<file path="src/rtl/smc_pkg.sv">
// package for the sleep mode controller: register map, fields, states, counts
// assumes a single 200 MHz clock and a 32-bit axi4-lite register bus
package smc_pkg;
   // clock rate
   localparam int unsigned CLK_HZ         = 200_000_000;
   localparam real         CLK_PERIOD_NS  = 5.0;

   // register byte offsets
   localparam logic [3:0] CTRL_OFFS      = 4'h0;  // core_control_register
   localparam logic [3:0] STAT_OFFS      = 4'h4;  // state readback
   localparam logic [7:0] CTRL_RESET     = 8'h00;

   // core_control_register field positions
   localparam int unsigned PULLUP_DIS_BIT = 7;
   localparam int unsigned SM_HIGH_BIT    = 6;
   localparam int unsigned SLEEP_EN_BIT   = 5;
   localparam int unsigned SM_LOW_BIT     = 4;
   localparam int unsigned ISC1_LSB       = 2;
   localparam int unsigned ISC0_LSB       = 0;

   // mode select codes (high, low)
   localparam logic [1:0] MODE_IDLE      = 2'h0;
   localparam logic [1:0] MODE_PDOWN_A   = 2'h1;
   localparam logic [1:0] MODE_STBY      = 2'h2;
   localparam logic [1:0] MODE_PDOWN_B   = 2'h3;

   // interrupt sense code for low-level detection
   localparam logic [1:0] ISC_LEVEL_LOW  = 2'h0;

   // brown-out fuse code meaning disabled
   localparam logic [2:0] BOD_FUSE_OFF   = 3'h7;

   // wake timing in clock cycles
   localparam logic [7:0] STBY_WAKE_CYC  = 8'h06;
   localparam logic [7:0] PD_WAKE_CYC    = 8'h06;
   localparam logic [7:0] HALT_CYC       = 8'h04;

   // axi responses
   localparam logic [1:0] RESP_OKAY      = 2'h0;
   localparam logic [1:0] RESP_SLVERR    = 2'h2;

   // controller states, one-hot
   typedef enum logic [5:0] {
      ST_RUN   = 6'h01,
      ST_IDLE  = 6'h02,
      ST_PDOWN = 6'h04,
      ST_STBY  = 6'h08,
      ST_WAKE  = 6'h10,
      ST_HALT  = 6'h20
   } smc_state_t;
endpackage

</file>
<file path="src/rtl/smc_top.sv">
// sleep mode controller: decides sleep entry, clock gating, wake and halt
// assumes the core pulses sleep_instr for one cycle and the wake and reset
// requests come from logic on ref_clk; only the irq zero pin is asynchronous
//
// The register addresses and the AXI4-Lite register port are this design's own decisions.
`timescale 1ns/1ps
module smc_top
   import smc_pkg::*;
#(
   parameter logic [7:0] PD_STARTUP_CYC = PD_WAKE_CYC,  // power-down start-up
   parameter logic [3:0] XTAL_FUSE_MIN  = 4'h8          // first crystal code
) (
   input  wire logic        ref_clk,           // system clock
   input  wire logic        srst,              // sync reset, high
   // axi4-lite slave
   input  wire logic [3:0]  s_axi_awaddr,      // write address
   input  wire logic        s_axi_awvalid,     // write address valid
   output logic             s_axi_awready,     // write address ready
   input  wire logic [31:0] s_axi_wdata,       // write data
   input  wire logic [3:0]  s_axi_wstrb,       // write strobes
   input  wire logic        s_axi_wvalid,      // write data valid
   output logic             s_axi_wready,      // write data ready
   output logic [1:0]       s_axi_bresp,       // write response
   output logic             s_axi_bvalid,      // write response valid
   input  wire logic        s_axi_bready,      // write response ready
   input  wire logic [3:0]  s_axi_araddr,      // read address
   input  wire logic        s_axi_arvalid,     // read address valid
   output logic             s_axi_arready,     // read address ready
   output logic [31:0]      s_axi_rdata,       // read data
   output logic [1:0]       s_axi_rresp,       // read response
   output logic             s_axi_rvalid,      // read data valid
   input  wire logic        s_axi_rready,      // read data ready
   // core and interrupt system
   input  wire logic        sleep_instr,       // sleep executed, pulse
   input  wire logic        irq_pending,       // any enabled interrupt
   input  wire logic        serial_start_irq,  // serial start condition
   input  wire logic        pin_change_irq,    // pin change interrupt
   input  wire logic        wdt_irq,           // watchdog interrupt
   input  wire logic        eirq0_enable,      // external_interrupt_zero enabled
   input  wire logic        eirq0_pin,         // external_interrupt_zero pin
   input  wire logic        reset_req,         // ext, wdt or bod reset
   // fuses and peripheral settings
   input  wire logic [3:0]  clock_source_fuses,   // clock source select
   input  wire logic [2:0]  brownout_level_fuses, // bod level select
   input  wire logic        wdt_enable,        // watchdog enabled
   input  wire logic        acmp_enable,       // comparator_disable_bit low
   input  wire logic        acmp_uses_vref,    // comparator on internal ref
   // clock and power controls
   output logic             core_clk_en,       // core_clock enable
   output logic             flash_clk_en,      // program_memory_clock enable
   output logic             io_clk_en,         // peripheral_io_clock enable
   output logic             osc_en,            // oscillator enable
   output logic             core_halt,         // core held, state kept
   output logic             resume_pulse,      // resume after sleep
   output logic             reset_vector_req,  // restart at reset vector
   output logic             acmp_off,          // comparator forced off
   output logic             vref_en,           // internal reference power
   output logic             bod_active,        // brown-out detector on
   output logic             wdt_run,           // watchdog clock on
   output logic             din_buf_en,        // general input buffers
   output logic             wake_buf_en        // wake pin input buffers
);

   // register and state storage
   logic [7:0]  ctrl_r;
   smc_state_t  state_r, state_nxt;
   logic [7:0]  cnt_r, cnt_nxt;
   logic        eirq0_s1_r, eirq0_s2_r, eirq0_s3_r, eirq0_lvl_r;
   logic        core_clk_en_r, flash_clk_en_r, io_clk_en_r, osc_en_r;
   logic        core_halt_r, resume_r, rstvec_r, acmp_off_r, vref_en_r;
   logic        bod_active_r, wdt_run_r, din_buf_en_r, wake_buf_en_r;
   logic        awready_r, wready_r, bvalid_r, arready_r, rvalid_r;
   logic [1:0]  bresp_r, rresp_r;
   logic [31:0] rdata_r;
   logic        aw_held_r, w_held_r;
   logic [3:0]  awaddr_r;
   logic [7:0]  wbyte_r;
   logic        wstrb0_r;

   // control field decode
   wire logic [1:0] mode_sel   = {ctrl_r[SM_HIGH_BIT], ctrl_r[SM_LOW_BIT]};
   wire logic       sleep_en   = ctrl_r[SLEEP_EN_BIT];
   wire logic [1:0] isc0       = ctrl_r[ISC0_LSB +: 2];
   wire logic       xtal_sel   = (clock_source_fuses >= XTAL_FUSE_MIN);
   wire logic       sleep_go   = sleep_instr && sleep_en;
   wire logic       to_idle    = (mode_sel == MODE_IDLE);
   wire logic       to_stby    = (mode_sel == MODE_STBY) && xtal_sel;
   // level-only irq zero wake from deep sleep
   wire logic       eirq0_wake = eirq0_enable && (isc0 == ISC_LEVEL_LOW)
                                 && !eirq0_lvl_r;
   wire logic       deep_wake  = serial_start_irq || pin_change_irq || wdt_irq
                                 || eirq0_wake;
   wire logic       idle_wake  = irq_pending || deep_wake;
   wire logic       asleep     = (state_r == ST_IDLE) || (state_r == ST_PDOWN)
                                 || (state_r == ST_STBY);
   wire logic       deep_nxt   = (state_nxt == ST_PDOWN) || (state_nxt == ST_STBY);
   wire logic       running_nxt = (state_nxt == ST_RUN);

   // irq zero pin: three stages, level accepted once stages two and three agree
   always_ff @(posedge ref_clk) begin
      if (srst) begin
         eirq0_s1_r  <= 1'b1;
         eirq0_s2_r  <= 1'b1;
         eirq0_s3_r  <= 1'b1;
         eirq0_lvl_r <= 1'b1;
      end else begin
         eirq0_s1_r <= eirq0_pin;
         eirq0_s2_r <= eirq0_s1_r;
         eirq0_s3_r <= eirq0_s2_r;
         if (eirq0_s2_r == eirq0_s3_r) begin
            eirq0_lvl_r <= eirq0_s3_r;  // a short glitch never reaches here
         end
      end
   end

   // next state and wake counter
   always_comb begin
      state_nxt = state_r;
      cnt_nxt   = cnt_r;
      unique case (state_r)
         ST_RUN: begin
            if (sleep_go) begin
               if (to_idle) begin
                  state_nxt = ST_IDLE;
               end else if (to_stby) begin
                  state_nxt = ST_STBY;
               end else begin
                  state_nxt = ST_PDOWN;
               end
            end
         end
         ST_IDLE: begin
            if (reset_req) begin
               state_nxt = ST_RUN;
            end else if (idle_wake) begin
               state_nxt = ST_HALT;
               cnt_nxt   = HALT_CYC - 8'h01;
            end
         end
         ST_PDOWN: begin
            if (reset_req) begin
               state_nxt = ST_RUN;
            end else if (deep_wake) begin
               state_nxt = ST_WAKE;
               cnt_nxt   = PD_STARTUP_CYC - 8'h01;
            end
         end
         ST_STBY: begin
            if (reset_req) begin
               state_nxt = ST_RUN;
            end else if (deep_wake) begin
               state_nxt = ST_WAKE;
               cnt_nxt   = STBY_WAKE_CYC - 8'h01;
            end
         end
         ST_WAKE: begin
            if (reset_req) begin
               state_nxt = ST_RUN;
            end else if (cnt_r == 8'h00) begin
               state_nxt = ST_HALT;
               cnt_nxt   = HALT_CYC - 8'h01;
            end else begin
               cnt_nxt = cnt_r - 8'h01;
            end
         end
         ST_HALT: begin
            if (reset_req || (cnt_r == 8'h00)) begin
               state_nxt = ST_RUN;
            end else begin
               cnt_nxt = cnt_r - 8'h01;
            end
         end
         default: begin
            state_nxt = ST_RUN;
            cnt_nxt   = 8'h00;
         end
      endcase
   end

   // event pulses for the core
   wire logic resume_nxt = (state_r == ST_HALT) && (cnt_r == 8'h00) && !reset_req;
   wire logic rstvec_nxt = (asleep || (state_r == ST_WAKE) || (state_r == ST_HALT))
                           && reset_req;

   // clock and power controls, computed from the next state so they align
   wire logic core_on_nxt = running_nxt;
   wire logic io_on_nxt   = !deep_nxt;
   wire logic osc_on_nxt  = (state_nxt != ST_PDOWN);
   wire logic bod_on      = (brownout_level_fuses != BOD_FUSE_OFF);
   wire logic acmp_off_nxt = deep_nxt;
   wire logic vref_nxt    = bod_on || (acmp_enable && acmp_uses_vref)
                            || (acmp_enable && !acmp_off_nxt);

   // state and output registers
   always_ff @(posedge ref_clk) begin
      if (srst) begin
         state_r        <= ST_RUN;
         cnt_r          <= 8'h00;
         core_clk_en_r  <= 1'b1;
         flash_clk_en_r <= 1'b1;
         io_clk_en_r    <= 1'b1;
         osc_en_r       <= 1'b1;
         core_halt_r    <= 1'b0;
         resume_r       <= 1'b0;
         rstvec_r       <= 1'b0;
         acmp_off_r     <= 1'b0;
         vref_en_r      <= 1'b0;
         bod_active_r   <= 1'b0;
         wdt_run_r      <= 1'b0;
         din_buf_en_r   <= 1'b1;
         wake_buf_en_r  <= 1'b1;
      end else begin
         state_r        <= state_nxt;
         cnt_r          <= cnt_nxt;
         core_clk_en_r  <= core_on_nxt;
         flash_clk_en_r <= core_on_nxt;
         io_clk_en_r    <= io_on_nxt;
         osc_en_r       <= osc_on_nxt;
         core_halt_r    <= !running_nxt;  // halt only, no state is cleared
         resume_r       <= resume_nxt;
         rstvec_r       <= rstvec_nxt;
         acmp_off_r     <= acmp_off_nxt;
         vref_en_r      <= vref_nxt;
         bod_active_r   <= bod_on;
         wdt_run_r      <= wdt_enable;
         din_buf_en_r   <= io_on_nxt;
         wake_buf_en_r  <= 1'b1;  // wake pins always sensed
      end
   end

   // axi write path: address and data taken in either order
   wire logic aw_take  = s_axi_awvalid && awready_r;
   wire logic w_take   = s_axi_wvalid && wready_r;
   wire logic aw_have  = aw_held_r || aw_take;
   wire logic w_have   = w_held_r || w_take;
   wire logic [3:0] wr_addr = aw_held_r ? awaddr_r : s_axi_awaddr;
   wire logic [7:0] wr_byte = w_held_r ? wbyte_r : s_axi_wdata[7:0];
   wire logic       wr_lane = w_held_r ? wstrb0_r : s_axi_wstrb[0];
   wire logic wr_fire  = aw_have && w_have && !bvalid_r;
   wire logic wr_ctrl  = wr_fire && (wr_addr == CTRL_OFFS);
   wire logic wr_map   = (wr_addr == CTRL_OFFS) || (wr_addr == STAT_OFFS);

   always_ff @(posedge ref_clk) begin
      if (srst) begin
         awready_r <= 1'b1;
         wready_r  <= 1'b1;
         aw_held_r <= 1'b0;
         w_held_r  <= 1'b0;
         awaddr_r  <= 4'h0;
         wbyte_r   <= 8'h00;
         wstrb0_r  <= 1'b0;
         bvalid_r  <= 1'b0;
         bresp_r   <= RESP_OKAY;
         ctrl_r    <= CTRL_RESET;
      end else begin
         if (aw_take) begin
            awaddr_r <= s_axi_awaddr;
         end
         if (w_take) begin
            wbyte_r  <= s_axi_wdata[7:0];
            wstrb0_r <= s_axi_wstrb[0];
         end
         if (wr_fire) begin
            aw_held_r <= 1'b0;
            w_held_r  <= 1'b0;
            awready_r <= 1'b0;
            wready_r  <= 1'b0;
            bvalid_r  <= 1'b1;
            bresp_r   <= wr_map ? RESP_OKAY : RESP_SLVERR;
         end else begin
            if (aw_take) begin
               aw_held_r <= 1'b1;
               awready_r <= 1'b0;
            end
            if (w_take) begin
               w_held_r <= 1'b1;
               wready_r <= 1'b0;
            end
         end
         if (bvalid_r && s_axi_bready) begin
            bvalid_r  <= 1'b0;
            awready_r <= 1'b1;
            wready_r  <= 1'b1;
         end
         if (wr_ctrl && wr_lane) begin
            ctrl_r <= wr_byte;
         end
      end
   end

   // axi read path: one read at a time, unmapped reads answer slverr
   wire logic ar_take = s_axi_arvalid && arready_r;
   wire logic [31:0] stat_word = {23'h000000, eirq0_lvl_r, 2'h0, state_r};
   wire logic [31:0] rd_word = (s_axi_araddr == CTRL_OFFS) ? {24'h000000, ctrl_r} :
                               (s_axi_araddr == STAT_OFFS) ? stat_word : 32'h00000000;
   wire logic rd_map = (s_axi_araddr == CTRL_OFFS) || (s_axi_araddr == STAT_OFFS);

   always_ff @(posedge ref_clk) begin
      if (srst) begin
         arready_r <= 1'b1;
         rvalid_r  <= 1'b0;
         rdata_r   <= 32'h00000000;
         rresp_r   <= RESP_OKAY;
      end else if (ar_take) begin
         arready_r <= 1'b0;
         rvalid_r  <= 1'b1;
         rdata_r   <= rd_word;
         rresp_r   <= rd_map ? RESP_OKAY : RESP_SLVERR;
      end else if (rvalid_r && s_axi_rready) begin
         arready_r <= 1'b1;
         rvalid_r  <= 1'b0;
      end
   end

   // port drive
   assign s_axi_awready    = awready_r;
   assign s_axi_wready     = wready_r;
   assign s_axi_bresp      = bresp_r;
   assign s_axi_bvalid     = bvalid_r;
   assign s_axi_arready    = arready_r;
   assign s_axi_rdata      = rdata_r;
   assign s_axi_rresp      = rresp_r;
   assign s_axi_rvalid     = rvalid_r;
   assign core_clk_en      = core_clk_en_r;
   assign flash_clk_en     = flash_clk_en_r;
   assign io_clk_en        = io_clk_en_r;
   assign osc_en           = osc_en_r;
   assign core_halt        = core_halt_r;
   assign resume_pulse     = resume_r;
   assign reset_vector_req = rstvec_r;
   assign acmp_off         = acmp_off_r;
   assign vref_en          = vref_en_r;
   assign bod_active       = bod_active_r;
   assign wdt_run          = wdt_run_r;
   assign din_buf_en       = din_buf_en_r;
   assign wake_buf_en      = wake_buf_en_r;

   // checks on sleep entry, wake timing and power controls
   property p_nop_sleep;
      @(posedge ref_clk) disable iff (srst)
      (state_r == ST_RUN) && sleep_instr && !sleep_en && !reset_req
         |=> (state_r == ST_RUN) && core_clk_en_r;
   endproperty
   a_nop_sleep: assert property (p_nop_sleep) else $error("sleep without enable gated");

   property p_idle_entry;
      @(posedge ref_clk) disable iff (srst)
      (state_r == ST_RUN) && sleep_go && (mode_sel == MODE_IDLE)
         |=> (state_r == ST_IDLE) && !core_clk_en_r && !flash_clk_en_r && io_clk_en_r
             && osc_en_r;
   endproperty
   a_idle_entry: assert property (p_idle_entry) else $error("idle entry wrong");

   property p_pdown_entry;
      @(posedge ref_clk) disable iff (srst)
      (state_r == ST_RUN) && sleep_go && ((mode_sel == MODE_PDOWN_A)
         || (mode_sel == MODE_PDOWN_B))
         |=> (state_r == ST_PDOWN) && !osc_en_r && !io_clk_en_r;
   endproperty
   a_pdown_entry: assert property (p_pdown_entry) else $error("power-down entry wrong");

   property p_stby_entry;
      @(posedge ref_clk) disable iff (srst)
      (state_r == ST_RUN) && sleep_go && (mode_sel == MODE_STBY) && xtal_sel
         |=> (state_r == ST_STBY) && osc_en_r && !io_clk_en_r;
   endproperty
   a_stby_entry: assert property (p_stby_entry) else $error("standby entry wrong");

   property p_halt_four;
      @(posedge ref_clk) disable iff (srst || reset_req)
      $rose(state_r == ST_HALT) |-> (state_r == ST_HALT)[*4] ##1
         ((state_r == ST_RUN) && resume_r && core_clk_en_r);
   endproperty
   a_halt_four: assert property (p_halt_four) else $error("halt not four cycles");

   property p_stby_wake;
      @(posedge ref_clk) disable iff (srst || reset_req)
      (state_r == ST_STBY) && deep_wake |=> (state_r == ST_WAKE)[*6] ##1 (state_r == ST_HALT);
   endproperty
   a_stby_wake: assert property (p_stby_wake) else $error("standby wake not six");

   property p_reset_wake;
      @(posedge ref_clk) disable iff (srst)
      asleep && reset_req |=> (state_r == ST_RUN) && rstvec_r && !resume_r;
   endproperty
   a_reset_wake: assert property (p_reset_wake) else $error("reset did not wake");

   property p_edge_eirq0;
      @(posedge ref_clk) disable iff (srst)
      (state_r == ST_PDOWN) && !reset_req && (isc0 != ISC_LEVEL_LOW) && !serial_start_irq
         && !pin_change_irq && !wdt_irq |=> (state_r == ST_PDOWN);
   endproperty
   a_edge_eirq0: assert property (p_edge_eirq0) else $error("edge irq woke deep sleep");

   property p_acmp_deep;
      @(posedge ref_clk) disable iff (srst)
      ((state_r == ST_PDOWN) || (state_r == ST_STBY)) |-> acmp_off_r && !din_buf_en_r
         && wake_buf_en_r;
   endproperty
   a_acmp_deep: assert property (p_acmp_deep) else $error("deep sleep power wrong");

   property p_bod_wdt;
      @(posedge ref_clk) disable iff (srst)
      ##1 (bod_active_r == ($past(brownout_level_fuses) != BOD_FUSE_OFF))
         && (wdt_run_r == $past(wdt_enable));
   endproperty
   a_bod_wdt: assert property (p_bod_wdt) else $error("bod or watchdog gated");

   property p_vref_bod;
      @(posedge ref_clk) disable iff (srst)
      $past(bod_on) && !$past(srst) |-> vref_en_r;
   endproperty
   a_vref_bod: assert property (p_vref_bod) else $error("vref off with bod on");

endmodule

</file>
<file path="config.mk">
export PLATFORM = sky130hd
export DESIGN_NAME = smc_top
export DESIGN_NICKNAME = d
export VERILOG_FILES = /design/src/rtl/smc_pkg.sv /design/src/rtl/smc_top.sv
export SDC_FILE = /design/constraint.sdc
export NUM_CORES = 1
export LEC_CHECK = 0
export BUFFER_PORTS_ARGS = -buffer_cell sky130_fd_sc_hd__buf_4
export CORE_MARGIN = 2
export CORE_UTILIZATION = 40
export DETAILED_ROUTE_END_ITERATION = 12
export HOLD_SLACK_MARGIN = 0.15
export PLACE_DENSITY = 0.69
export SKIP_LAST_GASP = 1
export SLEW_MARGIN = 10
export SYNTH_ARGS = -nofsm -noshare
export SYNTH_HDL_FRONTEND = slang
export SYNTH_SLANG_ARGS = --single-unit
</file>
<file path="constraint.sdc">
create_clock -name ref_clk -period 4.35 [get_ports ref_clk]
set_clock_uncertainty 0.1 [all_clocks]
set_input_delay 0.435 -clock ref_clk [delete_from_list [all_inputs] [get_ports ref_clk]]
set_output_delay 0.435 -clock ref_clk [all_outputs]
set_load 0.05 [all_outputs]
</file>
# Word level (Yosys, flattened, before mapping)
# Index checks and enable logic that the tools add are counted.
[op_classes]
n_addsub = 1
n_lt_le_gt_ge = 1
n_eq_ne = 21
muxes = 34
n_bitwise = 1
reduce_logical = 51
[op_table]
columns = ["op", "n"]
rows = [
  ["two-way mux 8 bit", 8],
  ["two-way mux 6 bit", 8],
  ["one-hot mux 8 bit (5 select lines)", 1],
  ["one-hot mux 6 bit (5 select lines)", 1],
  ["logical AND 1 bit", 18],
  ["two-way mux 9 bit", 2],
  ["logical OR 1 bit", 16],
  ["== test 6 x 1 -> 1 bit (second input constant)", 2],
  ["== test 6 x 3 -> 1 bit (second input constant)", 2],
  ["== test 6 x 4 -> 1 bit (second input constant)", 2],
  ["two-way mux 4 bit", 3],
  ["inequality test 2 bit (second input constant)", 5],
  ["two-way mux 1 bit", 9],
  ["== test 4 x 3 -> 1 bit (second input constant)", 2],
  ["zero test 4 bit", 2],
  ["zero test 8 bit", 1],
  ["subtractor 8 x 1 -> 8 bit (second input constant)", 1],
  ["AND reduction 7 bit", 1],
  ["== test 6 x 2 -> 1 bit (second input constant)", 1],
  ["== test 6 x 5 -> 1 bit (second input constant)", 1],
  ["== test 6 bit (second input constant)", 1],
  ["inequality test 6 x 3 -> 1 bit (second input constant)", 1],
  ["nonzero test 2 bit", 3],
  ["OR reduction 2 bit", 3],
  ["other kinds (9)", 15],
]
[word_totals]
reg_bits = 92
output_inout_bits = 54
wordCells = 139

# Depth between registers and ports, before layout
[depth]
ltp_word = 13
mapped_depth = 9
mapped_depth_nobuf = 7

# Worst setup path after synthesis
# No wires, ideal clock.
[synth_timing]
path_kind = "reg2reg"
start = "reg wready_r, in the netlist s_axi_wready"
end = "reg ctrl_r[6]"
setup_ps = 79
arrival_time_ps = 2023
required_ps = 4171
path_slack_ps = 2148
stages_incl_launch_ff = 9
path_buffers = 2
synth_period_minus_slack_ps = 2202
path_cell_list = "dfxtp_1 > and2_1 > buf_4 > nor2_2 > nor3_4 > nor4b_4 > buf_6 > nor2_1 > a211oi_2"
[synth_via]
elab_chain_cells = 6
[synth_rtl]
columns = ["element", "line_no", "rtl"]
rows = [
  ["from (decl)", "smc_top.sv:72", "logic awready_r, wready_r, bvalid_r, arready_r, rvalid_r;"],
  ["from (signal assigned)", "smc_top.sv:246", "wready_r <= 1'b1;"],
  ["from (signal assigned)", "smc_top.sv:267", "wready_r <= 1'b0;"],
  ["from (signal assigned)", "smc_top.sv:277", "wready_r <= 1'b0;"],
  ["logical AND 1 bit", "smc_top.sv:233", "wire logic w_take = s_axi_wvalid && wready_r;"],
  ["logical OR 1 bit", "smc_top.sv:235", "wire logic w_have = w_held_r || w_take;"],
  ["logical AND 1 bit (2 in a row)", "smc_top.sv:239", "wire logic wr_fire = aw_have && w_have && !bvalid_r;"],
  ["logical AND 1 bit", "smc_top.sv:240", "wire logic wr_ctrl = wr_fire && (wr_addr == CTRL_OFFS);"],
  ["logical AND 1 bit", "smc_top.sv:285", "if (wr_ctrl && wr_lane) begin"],
  ["to (signal assigned)", "smc_top.sv:286", "ctrl_r <= wr_byte;"],
  ["to (decl)", "smc_top.sv:65", "logic [7:0] ctrl_r;"],
]
# Every way passes these cells.
# A chain may end at the register's enable or synchronous reset.

# Final worst setup path
[layout_timing]
start = "reg wready_r, in the netlist s_axi_wready"
end = "reg ctrl_r[3]"
# The elaborated chain is that of the path after synthesis.

==> Implementation_results.wiki <==
{| class="wikitable"
! Metric !! Value
|-
| Height of the die || roughly 93 um
|-
| Storage cell area || approximately 1300 um2
|-
| Number of flops mapped to enable cells by yosys || 0
|-
| Status || finished clean
|-
| RSZ-0062 raised after global routing || no
|-
| CTS tree || built
|-
| Row count || 32
|-
| Beginning of the worst hold path || wdt_enable
|-
| Global Route met2 Usage || 25.8%
|-
| Worst Hold Endpoint || wdt_run$_SDFF_PP0_
|-
| Internal power || a little under 0.001 W
|-
| Clock transition at the registers of the reported paths || roughly 0.08 ns
|-
| Combinational family with the most area after synthesis || simple AND/OR/NAND/NOR gates
|-
| Warnings, synthesis || 0
|-
| Global-route wire length before repair || ~11 mm
|-
| Share of synthesized area spent on multiplexers || 5.39%
|-
| Fraction of layout cells with a size suffix above 1 || 23.6%
|-
| Number of instances on the worst hold path || 2
|-
| Final Non-Filler Cells || ~530
|-
| Instance count of the mapped netlist || 371
|-
| Hold slack || about 0.2 ns
|-
| Family of cells with the greatest summed delay on the critical path || simple AND/OR/NAND/NOR gates
|-
| Initial antenna violation count || 0
|-
| DRC viols || 0
|-
| Area of the multi-input gates || 1600 um2
|-
| Worst reg2reg path endpoint || ctrl_r[3]$_SDFFE_PP0P_
|-
| Average wire length per cell after detail routing || between 10 and 15 um
|-
| Buf+Inv Stages, Crit Path || 0
|-
| Top-Level Pins || ~120
|-
| CP endpoint kind || register
|-
| Number of failing hold endpoints at the final stage || 0
|-
| Distinct cell type count after synthesis || between 50 and 60
|-
| Worst stage delay on the critical path || roughly 0.7 ns
|-
| Number of placed instances, taps included || 517
|-
| Total die area || ~8700 um2
|-
| Total number of vias || roughly 2,700
|-
| Count of max-cap constraint violations || 0
|-
| Required @ worst endpoint || 4.51 ns
|-
| Most frequent cell after synthesis || dfxtp_1
|-
| Ant. Diodes || 0
|-
| Power dissipated by switching net loads || a little over 0.0004 W
|-
| Critical setup path kind || register to register
|-
| Placeable core region || approximately 7700 um2
|-
| Maximum clock rate || between 0.4 and 0.5 GHz
|-
| Top flip-flop cell by instance count after synthesis || dfxtp_1
|-
| Cell chosen for the clock root || clkbuf_8
|-
| Maximum resistive drop on vdd || around 0.19 mV
|-
| Shortest clock period the worst path allows after layout || 2.31 ns
|-
| Ratio of final minimum period to clock period || 53.0%
|-
| P per Cell Area || 363 nW/um2
|-
| Fill count || 752
|-
| Sequential share of power || 47.4%
|-
| Most used routing layer || met2
|-
| Class of the most critical hold timing path || input port to register
|-
| Worst skew pair latency || roughly 0.35 ns
|-
| Number of buffers created by CTS || 9
|-
| Pin count of the biggest net entering global routing || 60
|-
| Die extent in x || between 90 and 100 um
|-
| GRT Residual Overflow || 0
|-
| Post-route ant nets || 0
|-
| Net count, final || 498
|-
| Total number of clock tree sinks || 67
|-
| Iter 0 DRT Violations || approximately 140
|-
| Count of final max-slew check failures || 0
|-
| Most numerous cell types in the synthesized netlist || dfxtp_1, a21oi_1, nor2_1, nand2_1, buf_4
|-
| DR pass1 iterations || 4
|-
| CTS H-Tree Depth || 3
|-
| Worst reg2reg setup slack || 2.04 ns
|-
| Maximum root-to-sink buffer count || 2
|-
| HPWL reported at the end of detailed placement || slightly below 5 mm
|-
| Post-synthesis sequential area ratio || between 40% and 50%
|-
| Initial cell density of the core || 41.2%
|-
| Largest area contributor in the netlist || dfxtp_1
|-
| Async set-reset flop share out of synthesis || 0%
|-
| Simple-gate portion of the synthesized area || between 20% and 30%
|-
| XOR/XNOR Fraction of Synth Area || less than 1%
|-
| Adder-cell share of the synthesized area || less than 1%
|-
| Fraction of post-synthesis cell area in the top cell type by area || approximately 42%
|-
| M1 GR Usage || between 20 and 25%
|-
| Number of endpoints failing setup at the final stage || 0
|-
| Total global routing track utilization || about 16%
|-
| Crit path launch type || register
|-
| Arrival time worst endpoint || 2.47 ns
|-
| Slew HR || between 40% and 50%
|-
| Setup TNS || 0 ns
|-
| Post-synthesis compound-gate area fraction || between 10% and 20%
|-
| Seq cells post-synth || 67
|-
| Sw Share || 29.9%
|-
| Final RePlAce weighted congestion || between 0.8 and 0.9
|-
| Origin of the critical flop-to-flop path || s_axi_wready$_SDFFE_PP1P_
|-
| Comb pwr share || between 10 and 15%
|-
| Slowest stage cell, crit path || nor4b_4
|-
| Buffers on Ports || 66
|-
| Ordered cell list for the critical path || and2_1, nor2_2, nor3_4, nor4b_4, nor2_1, a211oi_1
|-
| Cell Area, Synth || ~3200 um2
|-
| Ranking of synthesized cells by area || dfxtp_1, a21oi_1, buf_4
|-
| Cells on worst reg2reg path || 6
|-
| Standby leakage power || around 1.5 nW
|-
| Per-instance average area after synthesis || roughly 8.6 um2
|-
| Number of vias per cell || 5.02
|-
| Final wirelength || 6.78 mm
|-
| GR Layer Usage met3 || 4.35%
|-
| Post-synthesis to final-layout area growth || 19.2%
|-
| Clock share of power || between 30% and 40%
|-
| Crit Path Max Fanout || 16
|-
| Post CTS Setup Buffer Count || 0
|-
| Vias in the first global route || between 2,000 and 2,500
|-
| Post-route total power || approximately 0.0014 W
|-
| Transition time of the tightest slew-check pin || roughly 0.77 ns
|}
-- state kept, by name, indices dropped and copies added, names as in the netlist, 4 cells and up --
| name | cells |
|---|---|
| cnt_r | 8 |
| ctrl_r | 8 |
| awaddr_r | 4 |
| s_axi_rdata | 9 |
| wbyte_r | 8 |
| state_r | 6 |
-- worst max path at each step --
stage | from | endpoint | slack, ns | cells after the start
6_report | s_axi_wready$_SDFFE_PP1P_ | ctrl_r[3]$_SDFFE_PP0P_ | 2.04 | 6
5_1_grt | s_axi_wready$_SDFFE_PP1P_ | ctrl_r[3]$_SDFFE_PP0P_ | 1.76 | 6
4_1_cts | s_axi_wready$_SDFFE_PP1P_ | ctrl_r[3]$_SDFFE_PP0P_ | 2.00 | 6
3_5_place_dp | s_axi_wvalid | ctrl_r[6]$_SDFFE_PP0P_ | 1.87 | 7
3_3_place_gp | s_axi_wvalid | ctrl_r[7]$_SDFFE_PP0P_ | 1.90 | 7
2_1_floorplan | s_axi_wready$_SDFFE_PP1P_ | ctrl_r[6]$_SDFFE_PP0P_ | 2.15 | 8
-- power by group through the flow --
stage,combinational [W],clock (W),sequential [W]
final,0.000205,0.000519,0.000653
after global routing,0.000219,0.000559,0.000657
after CTS,0.000205,0.000533,0.000653
after detailed placement,0.000204,0,0.000667
after global placement,0.000202,0,0.000667
after floorplan,0.000142,0,0.000691
-- repair_timing --
item                      CTS  global route
hold endpoints to repair    1             0
gates resized for setup     0             0
hold buffers                1             0
-- cells in the final DEF, fill, tap and decap left out, types with 4 or more instances in the layout --
master / instances
a211oi_1: 7
a21oi_1: 47
buf_4: 66
clkbuf_8: 9
conb_1: 26
dfxtp_1: 67
inv_1: 6
mux2i_1: 16
nand2_1: 34
nand2b_1: 4
nand3_1: 14
nor2_1: 36
nor3_1: 19
o21ai_0: 13
-- final cells by class --
type / count / share of cell area, %
multi-input cells: 276 / 42.1
flip-flops and latches: 67 / 35.4
repair buffers: 67 / 13.3
well taps: 102 / 3.36
clock buffers: 9 / 3.27
clock inverters: 7 / 2.04
inverters: 6 / 0.594
-- metrics by stage --
step           setup WS (ns)  area [um2]  utilization, %
3_5_place_dp            1.87        3580            46.4
6_report                2.04        3790            49.1
3_3_place_gp            1.90        3580            46.4
4_1_cts                 2.00        3790            49.1
5_1_grt                 1.76        3790            49.1
2_1_floorplan           2.15        3270               -
-- layer usage --
metal	wire, um	vias to the layer above
li1	-	1352
met1	3060	1243
met2	3160	71
met3	383	13
met4	172	0
met5	0	-
-- worst reg2reg max path: stages (launching register included) --
cell      delay, ns
dfxtp_1        0.37
and2_1         0.36
nor2_2         0.10
nor3_4         0.27
nor4b_4        0.71
nor2_1         0.10
a211oi_1       0.22
-- kinds of logic (layout without fill, tap and decap cells) --
logic type               Yosys count  after routing
multiplexers                      17             17
buffers and inverters             52             89
XOR/XNOR                           3              3
other                              2             26
AND/OR/NAND/NOR                  144            144
adder cells (fa/ha/maj)            2              2
flip-flops                        67             67
AO/OA/AOI/OAI                     84             84
Note: power is estimated with default switching activity, not from simulation.
